$ cat src/hw/urxfp_consts.vh
// constants for the serial receiver with per-character error tracking
`ifndef URXFP_CONSTS_VH
`define URXFP_CONSTS_VH

// ***************************************************************
// register offsets
// ***************************************************************
`define URXFP_ADDR_CTRL 3'h0
`define URXFP_ADDR_BAUD_LO 3'h1
`define URXFP_ADDR_BAUD_HI 3'h2
`define URXFP_ADDR_ERR_FLAG 3'h3
`define URXFP_ADDR_ERR_IE 3'h4
`define URXFP_ADDR_RXB 3'h5
`define URXFP_ADDR_STATUS 3'h6

// ***************************************************************
// field positions
// ***************************************************************
`define URXFP_CTRL_ON_BIT 0
`define URXFP_CTRL_RXEN_BIT 1
`define URXFP_CTRL_MODE_LSB 4
`define URXFP_CTRL_MODE_MSB 7
`define URXFP_ERR_PE_BIT 0
`define URXFP_ERR_FE_BIT 1
`define URXFP_IE_PE_BIT 0
`define URXFP_IE_FE_BIT 1
`define URXFP_STAT_EMPTY_BIT 0
`define URXFP_STAT_FULL_BIT 1
`define URXFP_STAT_RXIF_BIT 2
`define URXFP_STAT_OVF_BIT 3

// ***************************************************************
// mode encodings
// ***************************************************************
`define URXFP_MODE_ODD 4'h2
`define URXFP_MODE_EVEN 4'h3

// ***************************************************************
// reset values and sizes
// ***************************************************************
`define URXFP_CTRL_RST 8'h00
`define URXFP_IE_RST 2'h0
`define URXFP_BAUD_RST 16'h01b1
`define URXFP_FIFO_DEPTH 4
`define URXFP_FIFO_AW 2
`define URXFP_ENTRY_W 10

`endif

$ cat src/hw/urxfp_sync.v
// two-flop synchroniser for one asynchronous level
`timescale 1ns/1ns
module urxfp_sync
#(
  parameter RST_VAL = 1'b1
)
(
  input wire ref_clk,
  input wire rst_n,
  input wire async_in,
  output wire sync_out
);

  reg meta_r;
  reg stable_r;

  // first flop is read only by the second one
  always @(posedge ref_clk or negedge rst_n)
  begin
    if (!rst_n)
    begin
      meta_r <= RST_VAL;
      stable_r <= RST_VAL;
    end
    else
    begin
      meta_r <= async_in;
      stable_r <= meta_r;
    end
  end

  assign sync_out = stable_r;

endmodule // urxfp_sync

$ cat src/hw/urxfp_fifo.v
// receive fifo holding each byte with its two error bits
`timescale 1ns/1ns
`include "urxfp_consts.vh"
module urxfp_fifo
(
  input wire ref_clk,
  input wire rst_n,
  input wire flush,
  input wire push,
  input wire [`URXFP_ENTRY_W-1:0] push_data,
  input wire pop,
  output wire [`URXFP_ENTRY_W-1:0] head_data,
  output wire empty,
  output wire full,
  output wire [`URXFP_FIFO_AW:0] level
);

  reg [`URXFP_ENTRY_W-1:0] mem_r [0:`URXFP_FIFO_DEPTH-1];
  reg [`URXFP_FIFO_AW-1:0] wr_ptr_r;
  reg [`URXFP_FIFO_AW-1:0] rd_ptr_r;
  reg [`URXFP_FIFO_AW:0] cnt_r;
  wire do_push;
  wire do_pop;

  assign empty = (cnt_r == {(`URXFP_FIFO_AW+1){1'b0}});
  // depth is a power of two, so only a full count sets the top bit
  assign full = cnt_r[`URXFP_FIFO_AW];
  assign do_push = push & ~full;
  assign do_pop = pop & ~empty;
  assign head_data = mem_r[rd_ptr_r];
  assign level = cnt_r;

  // storage has no reset; empty masks stale words
  always @(posedge ref_clk)
  begin
    if (do_push)
      mem_r[wr_ptr_r] <= push_data;
  end

  // pointers and occupancy, flush wins over push and pop
  always @(posedge ref_clk or negedge rst_n)
  begin
    if (!rst_n)
    begin
      wr_ptr_r <= {`URXFP_FIFO_AW{1'b0}};
      rd_ptr_r <= {`URXFP_FIFO_AW{1'b0}};
      cnt_r <= {(`URXFP_FIFO_AW+1){1'b0}};
    end
    else if (flush)
    begin
      wr_ptr_r <= {`URXFP_FIFO_AW{1'b0}};
      rd_ptr_r <= {`URXFP_FIFO_AW{1'b0}};
      cnt_r <= {(`URXFP_FIFO_AW+1){1'b0}};
    end
    else
    begin
      if (do_push)
        wr_ptr_r <= wr_ptr_r + 1'b1;
      if (do_pop)
        rd_ptr_r <= rd_ptr_r + 1'b1;
      if (do_push && !do_pop)
        cnt_r <= cnt_r + 1'b1;
      else if (do_pop && !do_push)
        cnt_r <= cnt_r - 1'b1;
    end
  end

endmodule // urxfp_fifo

$ cat src/hw/urxfp_top.v
// serial receiver with per-character framing and parity status
//
// The placing of the registers and the address-and-strobe port were chosen for this implementation.
`timescale 1ns/1ns
`include "urxfp_consts.vh"
module urxfp_top
(
  input wire ref_clk,
  input wire rst_n,
  input wire [2:0] reg_addr,
  input wire [7:0] reg_wdata,
  input wire reg_wr,
  input wire reg_rd,
  output wire [7:0] reg_rdata,
  input wire rx_pin,
  output wire summary_err_irq,
  output wire rx_data_irq_flag
);

  // ***************************************************************
  // receive state machine encoding
  // ***************************************************************
  localparam ST_IDLE = 3'h0;
  localparam ST_START = 3'h1;
  localparam ST_DATA = 3'h2;
  localparam ST_PAR = 3'h3;
  localparam ST_STOP = 3'h4;

  // ***************************************************************
  // declarations
  // ***************************************************************
  reg [7:0] ctrl_r;
  reg [15:0] baud_r;
  reg [1:0] err_ie_r;
  reg ovf_r;
  reg ovf_nxt;
  reg [7:0] rdata_r;
  reg [7:0] rdata_nxt;
  reg [2:0] state_r;
  reg [2:0] state_nxt;
  reg [15:0] baud_cnt_r;
  reg [15:0] baud_cnt_nxt;
  reg [2:0] bit_cnt_r;
  reg [2:0] bit_cnt_nxt;
  reg [7:0] shift_r;
  reg [7:0] shift_nxt;
  reg par_bit_r;
  reg par_bit_nxt;
  reg rx_prev_r;
  reg push_nxt;
  reg frame_err_nxt;
  reg parity_err_nxt;
  wire rx_s;
  wire mod_on;
  wire rx_en;
  wire [3:0] mode;
  wire par_mode;
  wire odd_sel;
  wire fall_edge;
  wire bit_tick;
  wire fifo_flush;
  wire fifo_pop;
  wire fifo_push;
  wire [`URXFP_ENTRY_W-1:0] push_word;
  wire [`URXFP_ENTRY_W-1:0] head_word;
  wire fifo_empty;
  wire fifo_full;
  wire [`URXFP_FIFO_AW:0] fifo_level;
  wire frame_err_flag;
  wire parity_err_flag;
  wire frame_err_irq_en;
  wire parity_err_irq_en;
  wire frame_hold;
  wire parity_hold;
  wire [7:0] error_flag_reg;
  wire [7:0] error_irq_enable_reg;
  wire [7:0] status_reg;
  wire wr_ctrl;
  wire wr_baud_lo;
  wire wr_baud_hi;
  wire wr_ie;
  wire wr_status;
  wire rd_rxb;

  // ***************************************************************
  // control decode
  // ***************************************************************
  assign mod_on = ctrl_r[`URXFP_CTRL_ON_BIT];
  assign rx_en = ctrl_r[`URXFP_CTRL_RXEN_BIT];
  assign mode = ctrl_r[`URXFP_CTRL_MODE_MSB:`URXFP_CTRL_MODE_LSB];
  // only the two parity encodings add a ninth bit
  assign par_mode = (mode == `URXFP_MODE_EVEN) ||
                    (mode == `URXFP_MODE_ODD);
  assign odd_sel = (mode == `URXFP_MODE_ODD);
  assign frame_err_irq_en = err_ie_r[`URXFP_IE_FE_BIT];
  assign parity_err_irq_en = err_ie_r[`URXFP_IE_PE_BIT];

  // ***************************************************************
  // bus strobes
  // ***************************************************************
  assign wr_ctrl = reg_wr && (reg_addr == `URXFP_ADDR_CTRL);
  assign wr_baud_lo = reg_wr && (reg_addr == `URXFP_ADDR_BAUD_LO);
  assign wr_baud_hi = reg_wr && (reg_addr == `URXFP_ADDR_BAUD_HI);
  assign wr_ie = reg_wr && (reg_addr == `URXFP_ADDR_ERR_IE);
  assign wr_status = reg_wr && (reg_addr == `URXFP_ADDR_STATUS);
  assign rd_rxb = reg_rd && (reg_addr == `URXFP_ADDR_RXB);

  // ***************************************************************
  // line input
  // ***************************************************************
  // line idles high, so the synchroniser resets high too
  urxfp_sync #(.RST_VAL(1'b1)) u_rx_sync
  (
    .ref_clk(ref_clk),
    .rst_n(rst_n),
    .async_in(rx_pin),
    .sync_out(rx_s)
  );

  // previous level for start edge detection
  always @(posedge ref_clk or negedge rst_n)
  begin
    if (!rst_n)
      rx_prev_r <= 1'b1;
    else
      rx_prev_r <= rx_s;
  end

  assign fall_edge = rx_prev_r & ~rx_s;
  // bit period is baud_r + 1 clocks; tick at count zero
  assign bit_tick = (baud_cnt_r == 16'h0000);

  // ***************************************************************
  // receive state machine
  // ***************************************************************
  // a start edge loads half a period so samples land mid bit
  always @*
  begin
    state_nxt = state_r;
    baud_cnt_nxt = baud_cnt_r;
    bit_cnt_nxt = bit_cnt_r;
    shift_nxt = shift_r;
    par_bit_nxt = par_bit_r;
    push_nxt = 1'b0;
    frame_err_nxt = 1'b0;
    parity_err_nxt = 1'b0;
    if (state_r != ST_IDLE)
    begin
      if (bit_tick)
        baud_cnt_nxt = baud_r;
      else
        baud_cnt_nxt = baud_cnt_r - 16'h0001;
    end
    case (state_r)
      ST_IDLE:
      begin
        bit_cnt_nxt = 3'h0;
        if (rx_en && fall_edge)
        begin
          state_nxt = ST_START;
          baud_cnt_nxt = {1'b0, baud_r[15:1]};
        end
      end
      ST_START:
      begin
        // a start bit gone high at mid bit was a glitch
        if (bit_tick)
          state_nxt = rx_s ? ST_IDLE : ST_DATA;
      end
      ST_DATA:
      begin
        if (bit_tick)
        begin
          shift_nxt = {rx_s, shift_r[7:1]};
          bit_cnt_nxt = bit_cnt_r + 3'h1;
          if (bit_cnt_r == 3'h7)
            state_nxt = par_mode ? ST_PAR : ST_STOP;
        end
      end
      ST_PAR:
      begin
        if (bit_tick)
        begin
          par_bit_nxt = rx_s;
          state_nxt = ST_STOP;
        end
      end
      ST_STOP:
      begin
        if (bit_tick)
        begin
          push_nxt = 1'b1;
          frame_err_nxt = ~rx_s;
          // total ones odd in even mode, even in odd mode
          parity_err_nxt = par_mode &
                           ((^{shift_r, par_bit_r}) ^ odd_sel);
          // back to idle even on a bad stop bit
          state_nxt = ST_IDLE;
        end
      end
      default:
      begin
        state_nxt = ST_IDLE;
      end
    endcase
    // a disabled module abandons any frame in progress
    if (!mod_on)
      state_nxt = ST_IDLE;
  end

  // receive state registers
  always @(posedge ref_clk or negedge rst_n)
  begin
    if (!rst_n)
    begin
      state_r <= ST_IDLE;
      baud_cnt_r <= 16'h0000;
      bit_cnt_r <= 3'h0;
      shift_r <= 8'h00;
      par_bit_r <= 1'b0;
    end
    else
    begin
      state_r <= state_nxt;
      baud_cnt_r <= baud_cnt_nxt;
      bit_cnt_r <= bit_cnt_nxt;
      shift_r <= shift_nxt;
      par_bit_r <= par_bit_nxt;
    end
  end

  // ***************************************************************
  // receive fifo
  // ***************************************************************
  // byte and both error bits travel as one word
  assign push_word = {frame_err_nxt, parity_err_nxt, shift_r};
  assign fifo_push = push_nxt & mod_on;
  assign fifo_flush = ~mod_on;
  assign fifo_pop = rd_rxb & mod_on;

  urxfp_fifo u_rx_fifo
  (
    .ref_clk(ref_clk),
    .rst_n(rst_n),
    .flush(fifo_flush),
    .push(fifo_push),
    .push_data(push_word),
    .pop(fifo_pop),
    .head_data(head_word),
    .empty(fifo_empty),
    .full(fifo_full),
    .level(fifo_level)
  );

  // ***************************************************************
  // head status and interrupt outputs
  // ***************************************************************
  // an empty fifo masks whatever stale word sits at the head
  assign frame_err_flag = ~fifo_empty & head_word[9];
  // mismatch bit, the received parity bit is never stored
  assign parity_err_flag = ~fifo_empty & head_word[8];
  assign frame_hold = frame_err_irq_en & frame_err_flag;
  assign parity_hold = parity_err_irq_en & parity_err_flag;
  assign summary_err_irq = frame_hold | parity_hold;
  // data flag is a level: set while a head with no enabled error waits
  assign rx_data_irq_flag = ~fifo_empty & ~frame_hold &
                            ~parity_hold;

  // ***************************************************************
  // software registers
  // ***************************************************************
  // overrun: a full fifo drops the character; set wins over clear
  always @*
  begin
    ovf_nxt = ovf_r;
    if (wr_status && reg_wdata[`URXFP_STAT_OVF_BIT])
      ovf_nxt = 1'b0;
    if (push_nxt && mod_on && fifo_full)
      ovf_nxt = 1'b1;
    if (!mod_on)
      ovf_nxt = 1'b0;
  end

  // writable registers; flag and buffer writes are dropped
  always @(posedge ref_clk or negedge rst_n)
  begin
    if (!rst_n)
    begin
      ctrl_r <= `URXFP_CTRL_RST;
      baud_r <= `URXFP_BAUD_RST;
      err_ie_r <= `URXFP_IE_RST;
      ovf_r <= 1'b0;
    end
    else
    begin
      if (wr_ctrl)
        ctrl_r <= reg_wdata;
      if (wr_baud_lo)
        baud_r[7:0] <= reg_wdata;
      if (wr_baud_hi)
        baud_r[15:8] <= reg_wdata;
      if (wr_ie)
      begin
        err_ie_r[`URXFP_IE_FE_BIT] <= reg_wdata[`URXFP_IE_FE_BIT];
        err_ie_r[`URXFP_IE_PE_BIT] <= reg_wdata[`URXFP_IE_PE_BIT];
      end
      ovf_r <= ovf_nxt;
    end
  end

  // read views, unused bits read as zero
  assign error_flag_reg = {6'h00, frame_err_flag,
                           parity_err_flag};
  assign error_irq_enable_reg = {6'h00, err_ie_r};
  assign status_reg = {1'b0, fifo_level, ovf_r, rx_data_irq_flag,
                       fifo_full, fifo_empty};

  // ***************************************************************
  // read data path
  // ***************************************************************
  // data stands only in the cycle after the strobe
  always @*
  begin
    rdata_nxt = 8'h00;
    if (reg_rd)
    begin
      case (reg_addr)
        `URXFP_ADDR_CTRL: rdata_nxt = ctrl_r;
        `URXFP_ADDR_BAUD_LO: rdata_nxt = baud_r[7:0];
        `URXFP_ADDR_BAUD_HI: rdata_nxt = baud_r[15:8];
        `URXFP_ADDR_ERR_FLAG: rdata_nxt = error_flag_reg;
        `URXFP_ADDR_ERR_IE: rdata_nxt = error_irq_enable_reg;
        // empty buffer reads zero and pops nothing
        `URXFP_ADDR_RXB: rdata_nxt = fifo_empty ? 8'h00 :
                                     head_word[7:0];
        `URXFP_ADDR_STATUS: rdata_nxt = status_reg;
        default: rdata_nxt = 8'h00;
      endcase
    end
  end

  // registered read data
  always @(posedge ref_clk or negedge rst_n)
  begin
    if (!rst_n)
      rdata_r <= 8'h00;
    else
      rdata_r <= rdata_nxt;
  end

  assign reg_rdata = rdata_r;

endmodule // urxfp_top

$ cat config.mk
export PLATFORM = sky130hd
export DESIGN_NAME = urxfp_top
export DESIGN_NICKNAME = d
export VERILOG_FILES = /design/src/hw/urxfp_sync.v /design/src/hw/urxfp_fifo.v /design/src/hw/urxfp_top.v
export VERILOG_INCLUDE_DIRS = /design/src /design/src/hw
export SDC_FILE = /design/constraint.sdc
export NUM_CORES = 1
export LEC_CHECK = 0
export BUFFER_PORTS_ARGS = -buffer_cell sky130_fd_sc_hd__buf_2
export CAP_MARGIN = 20
export CORE_ASPECT_RATIO = 1.25
export CORE_MARGIN = 5
export CORE_UTILIZATION = 64
export CTS_BUF_LIST = sky130_fd_sc_hd__clkbuf_4 sky130_fd_sc_hd__clkbuf_8
export CTS_CLUSTER_SIZE = 12
export DETAILED_ROUTE_END_ITERATION = 16
export PLACE_DENSITY = 0.9
export SLEW_MARGIN = 10
export SYNTH_ARGS = -nofsm -noshare
export SYNTH_HDL_FRONTEND = slang
export SYNTH_SLANG_ARGS = --single-unit
export TNS_END_PERCENT = 50
$ cat constraint.sdc
create_clock -name ref_clk -period 3.2 [get_ports ref_clk]
set_clock_uncertainty 0.2 [all_clocks]
set_input_delay 0.48 -clock ref_clk [delete_from_list [all_inputs] [get_ports ref_clk]]
set_output_delay 0.48 -clock ref_clk [all_outputs]
set_load 0.01 [all_outputs]
## After elaboration in Yosys (flattened, before gate mapping)

Memories as Yosys holds them, arrays and structs flattened.
Index checks and enable logic that the tools add are counted.

- Register bits: 76
- Bits in latches: 0
- RAM bits: 40
- ROM bits: 0
- Input bits: 16
- Logic and storage cells: 130
- Memories: 1

Memory list:

| memory | depth | width | rd ports | clocked after Yosys merged registers in | write ports | line | text |
|---|---|---|---|---|---|---|---|
| u_rx_fifo.mem_r | 4 | 10 | 1 | 0 | 1 | urxfp_fifo.v:18 | `` reg [`URXFP_ENTRY_W-1:0] mem_r [0:`URXFP_FIFO_DEPTH-1]; `` |

- $add $sub $neg: 6
- Multiply operators: 0
- Div/mod/pow operators: 0
- Magnitude comparators: 0
- Equal/unequal tests: 24
- Shift operators: 0
- Multiplexer cells: 37
- Bitwise gates (word level): 19
- Reductions and logical operators: 26

Operator list:

| operator | count |
|---|---|
| two-way mux 16 bit | 4 |
| case mux 8 bit (7 select lines) | 1 |
| two-way mux 3 bit | 12 |
| inequality test 3 bit (second input constant) | 6 |
| zero test 16 bit | 1 |
| two-way mux 8 bit | 2 |
| subtractor 16 x 1 -> 16 bit (second input constant) | 1 |
| equality test 3 bit (second input constant) | 5 |
| case mux 3 bit (5 select lines) | 1 |
| bitwise AND 1 bit | 12 |
| equality test 3 x 2 -> 1 bit (second input constant) | 4 |
| logical AND 1 bit | 12 |
| two-way mux 1 bit | 11 |
| two-way mux 2 bit | 5 |
| zero test 3 bit | 3 |
| XOR reduction 9 bit | 1 |
| equality test 4 x 2 -> 1 bit (second input constant) | 2 |
| adder 3 x 1 -> 3 bit (second input constant) | 2 |
| equality test 3 x 1 -> 1 bit (second input constant) | 2 |
| inequality test 3 x 1 -> 1 bit (second input constant) | 2 |
| case mux 3 bit (2 select lines) | 1 |
| AND reduction 2 bit | 3 |
| AND reduction 6 bit | 1 |
| NOT 1 bit | 5 |
| other kinds (10) | 13 |

## Longest topological paths before layout

- Depth in word-level cells: 10
- Depth in mapped cells: 11

## Modules after synthesis

Synthesis repeated with hierarchy kept, for this count alone.

- Cell total of the unflattened synthesis: 468
- Area total of the unflattened synthesis: 5790.6 um^2

Modules (own cells, without submodules):

| module | times used | cells each | area each (um^2) | seq. area each (um^2) |
|---|---|---|---|---|
| urxfp_top | 1 | 354 | 3743.6 | 1684.1 |
| urxfp_fifo | 1 | 112 | 1994.4 | 1376.3 |
| urxfp_sync | 1 | 2 | 52.6 | 52.6 |

## Worst setup path before layout

OpenSTA, ideal clock, no wires.

- Path type: reg-to-reg
- Start point: register baud_cnt_r[0]
- End point: register u_rx_fifo.cnt_r[1], in the netlist u_rx_fifo.level[1]
- Library setup time: 0.066 ns
- Arrival: 2.384 ns
- Slack: 0.550 ns
- Cell stages (with the launch flop): 12
- Path buffers: 0
- Clock period less this slack: 2.650 ns
- Path through: dfrtp_1 inv_1 ha_1 nor3b_4 nand2_1 nor3_1 and3_1 fa_1 nand2b_1 a31oi_1 o211ai_1 nand2_1

- Word-level cells in the longest chain between the ends: 8
- Elaborated cells between the ends (all ways): 11
- Classes of those cells: eq/ne: 1; mux: 4; bitwise: 2; reduce/logical: 4

RTL lines:

| item | line | text |
|---|---|---|
| from (decl) | urxfp_top.v:41 | `reg [15:0] baud_cnt_r;` |
| from (signal assigned) | urxfp_top.v:225 | `baud_cnt_r <= baud_cnt_nxt;` |
| zero test 16 bit * | urxfp_top.v:131 | `assign bit_tick = (baud_cnt_r == 16'h0000);` |
| two-way mux 1 bit * | urxfp_top.v:190 | `if (bit_tick)` |
| two-way mux 1 bit * | urxfp_top.v:154 | `case (state_r)` |
| bitwise AND 1 bit * | urxfp_top.v:237 | `assign fifo_push = push_nxt & mod_on;` |
| bitwise AND 1 bit * | urxfp_fifo.v:28 | `assign do_push = push & ~full;` |
| zero test 1 bit / logical AND 1 bit (equally long branches) | urxfp_fifo.v:63, urxfp_fifo.v:61 |  |
| logical AND 1 bit / two-way mux 3 bit (equally long branches) | urxfp_fifo.v:63, urxfp_fifo.v:61 |  |
| inequality test 3 x 1 -> 1 bit (no source line) / two-way mux 3 bit (equally long branches) | n/a |  |
| to (signal assigned) | urxfp_fifo.v:47 | `` cnt_r <= {(`URXFP_FIFO_AW+1){1'b0}}; `` |
| to (signal assigned) | urxfp_fifo.v:62 | `cnt_r <= cnt_r + 1'b1;` |
| to (signal assigned) | urxfp_fifo.v:64 | `cnt_r <= cnt_r - 1'b1;` |
| to (decl) | urxfp_fifo.v:21 | `` reg [`URXFP_FIFO_AW:0] cnt_r; `` |

Mark *: on every way between the ends. The rest lies on a longest branch, timed or not.
A chain may end at the register's enable or synchronous reset.

## Worst setup path after layout

- Start point: register u_rx_fifo.cnt_r[2], in the netlist u_rx_fifo.level[2]
- End point: output rx_data_irq_flag

- Word-level cells in the longest chain between the ends: 7
- Elaborated cells between the ends (all ways): 10
- Classes of those cells: bitwise: 9; reduce/logical: 1

RTL lines:

| item | line | text |
|---|---|---|
| from (signal assigned) | urxfp_fifo.v:47 |  |
| from (signal assigned) | urxfp_fifo.v:53 | `` cnt_r <= {(`URXFP_FIFO_AW+1){1'b0}}; `` |
| from (signal assigned) | urxfp_fifo.v:62 |  |
| zero test 3 bit * | urxfp_fifo.v:25 | `` assign empty = (cnt_r == {(`URXFP_FIFO_AW+1){1'b0}}); `` |
| NOT 1 bit * | urxfp_top.v:259, urxfp_top.v:261, urxfp_top.v:266 |  |
| bitwise AND 1 bit | urxfp_top.v:259 | `assign frame_err_flag = ~fifo_empty & head_word[9];` |
| bitwise AND 1 bit | urxfp_top.v:262 | `assign frame_hold = frame_err_irq_en & frame_err_flag;` |
| NOT 1 bit | urxfp_top.v:266 | `assign rx_data_irq_flag = ~fifo_empty & ~frame_hold &` |
| bitwise AND 1 bit | urxfp_top.v:266 |  |
| bitwise AND 1 bit * | urxfp_top.v:266 |  |
| to (decl) | urxfp_top.v:17 | `output wire rx_data_irq_flag` |

Marked as above.

==> impl_metrics.toml <==
[synth]
async_flop_share_pct = 65.5
ys.flop_type = "dfrtp_1"
yosysWarnings = 0
synth_seq_cells = 116
avgSynthCellArea_um2 = 12.1
synth_edf_count = 40
seq_area_frac_synth_pct = 52.1
ys_types = 69
syn_inst = 493
syn_nets = 517
syn_area_um2 = 5980

[clock_network]
clk_pin_slew_ps = 80
cts_tree = "built"
clkLatencyLatePin_ps = 450
htree_levels = 4
cts_buffers = 17
clockBufferDepth = 2
cts_root_buffer = "clkbuf_8"
post_cts_resize_count = 0
cts_setup_buffers = 0
clock-sinks = 116

[grt]
grt_max_degree = 77
gr-usage-all-layers_pct = 25.5
antenna_found_initial = 0
gr-usage-met3_pct = 6.33
grt_use_met1_pct = 31.3
grt-ovfl-total = 0
grt_pass1_wl_um = 21800
first_global_vias = 4226
top_usage_layer = "met2"
grt_util_met2_pct = 41.0

[finish]
mostFrequentLayoutCell = "dfrtp_1"
drive_gt1_share_pct = 26.5
final_core_util_pct = 72.2
diodes = 0
fin_nets = 539
synthToLayoutAreaGrowth_pct = 10.2
final_cell_mix = "68 x dfrtp_1, 40 x edfxtp_1, 35 x mux2_2"

[pwr]
power_w = 0.00430
power_per_cell_area_nw_per_um2 = 654
p_leak_nw = 2.67
peakVddDrop_v = 0.000429

[setup_path]
critPathLaunchType = "flip-flop"
cp.depth = 5
slowest_stage = "nor3_1"
cp-startpoint = "u_rx_fifo.level[2]"
reg2reg_to = "u_rx_fifo.level[1]"
crit_path_end_kind = "output port"
cp_cell_sequence = "nor3_1 -> nor2_1 -> a22oi_1 -> inv_1 -> buf_2"
crit_family = "simple AND/OR/NAND/NOR gates"
cpPeakStageDelay_ps = 670
r2r-start = "baud_cnt_r[10]"
required_ps = 2520
path_class = "reg -> out"
cp.arrival_ps = 2150
crit_path_end = "rx_data_irq_flag"
path_buf_inv = 2
rr_worst_depth = 9
r2r_slack_ps = 390
crit_fanout = 9

[floorplanning]
die_area_um2 = 11400
num_io_pins = 26
die_w_um = 96.4
rows = 39
die_h_um = 118
start_util_pct = 65.5
coreArea_um2 = 9130

[timing]
final.min_clock_period_ps = 2830
setup_tns_ps = 0
setup_viol = 0
rsz0062_at_grt = "false"
clock.fmax_mhz = 353
period_share_pct = 88.6
tightest_slew_ps = 956
fin_ws_ps = 366
hold_violations = 17
maxSlewViolCount = 0
fin_hold_ws_ps = -34.2
slew-limit-headroom_pct = 36.3

[drt]
wl_um = 13500
drt_iter0_drc = 346
vias = 4209
drc = 0
antenna_left = 0
first_pass_iters = 5
wl_per_cell_um = 20.7
via_per_inst = 6.47

[placement]
dpl.hpwl_um = 9550
preCtsSetupSlack_ps = 426
gp_routability_congestion = 0.919
portBuffers = 25

[status]
violations = "hold timing"
outcome = "finished, violations left"

[min_path]
hp-class = "in -> async"

[job]
cap_violations = 0
## area by class of cell
type                       count  area (um^2)
sequential                   116         3110
multi-input combinational    330         2640
fill                         635         2540
timing repair buffer          39          235
clock buffer                  17          234
clock inverter                15          163
tap                          123          154
inverter                      11         41.3
## cells by family after synthesis
| kind of cell | synth area share (%) |
|---|---|
| fa+ha+maj | 1.80 |
| flops | 52.1 |
| compound gates | 10.3 |
| simple gates | 14.0 |
| xor+xnor | 2.14 |
| buf+inv | 3.68 |
| mux | 16.0 |
## stage by stage
stage | hold slack, ps | cells | cell area [um^2]
final | -34.2 | 651 | 6580
after floorplan | -15.6 | 493 | 5980
after CTS | 10.8 | 651 | 6580
after global placement | 146 | 618 | 6180
after detailed placement | 154 | 618 | 6180
after global routing | 62.4 | 651 | 6580
## state kept, by name (all words and copies together) (netlist names), 2 cells and up
name                count
baud_cnt_r             16
baud_r                 16
bit_cnt_r               3
ctrl_r                  8
err_ie_r                2
reg_rdata               8
shift_r                 8
state_r                 3
u_rx_fifo.level         3
u_rx_fifo.mem_r        40
u_rx_fifo.rd_ptr_r      2
u_rx_fifo.wr_ptr_r      2
## power breakdown
part / switching (W) / internal, W
logic: 0.000496 / 0.000441
clock network: 0.000706 / 0.000652
registers: 0.000295 / 0.00171
## worst register-to-register path: stages, from the launching register on
cell      delay [ps]
dfrtp_1          490
nor4_2           430
nand2_1          150
nor3_1           310
and3_1           220
fa_1             420
nand2b_1         180
a31oi_1          160
o211ai_1         110
nand2_1           90
## per-layer routing
| metal | vias to the layer above | share of wire (%) |
|---|---|---|
| li1 | 1903 | - |
| met1 | 2072 | 39 |
| met2 | 177 | 51 |
| met3 | 57 | 4.5 |
| met4 | 0 | 5.5 |
| met5 | - | 0 |
## synthesized netlist by cell type, drive strengths merged, types with 5 or more instances
library cell  instances  area [um^2]
clkbuf               18         67.6
dfrtp                68         1700
buf                  18          111
or2                   5         31.3
o21ai                15         75.1
nand2b                6         37.5
nor2b                 8         50.1
a21o                  6         45.0
a22oi                14          105
nor2                 16         60.1
o22ai                 7         43.8
ha                    7         87.6
mux2                 44          522
xnor2                 8         70.1
nand3                14         70.1
a21oi                12         60.1
mux4                  9          203
nor3b                 5         58.8
nand4                 8         50.1
mux2i                23          230
nand2                28          105
edfxtp               40         1200
and3                  9         56.3
nor3                 19          100
dfstp                 8          210
inv                  10         37.5
nor4                  7         71.3
## repair_timing
action,4_1_cts,5_1_grt
endpoints found under the setup margin,0,0
hold buffers,1,0
endpoints found under the hold margin,1,0
## worst min-delay path by stage
stage	endpoint	from	slack, ps	depth (start not counted)
detailed placement	u_rx_sync.sync_out	u_rx_sync.meta_r	150	0
global placement	u_rx_sync.sync_out	u_rx_sync.meta_r	150	0
CTS	baud_cnt_r[5]	rst_n	10	1
finish	baud_cnt_r[12]	rst_n	-30	1
global route	baud_r[15]	rst_n	60	1
floorplan	baud_cnt_r[0]	rst_n	-20	0
(Power assumes the default switching activity.)
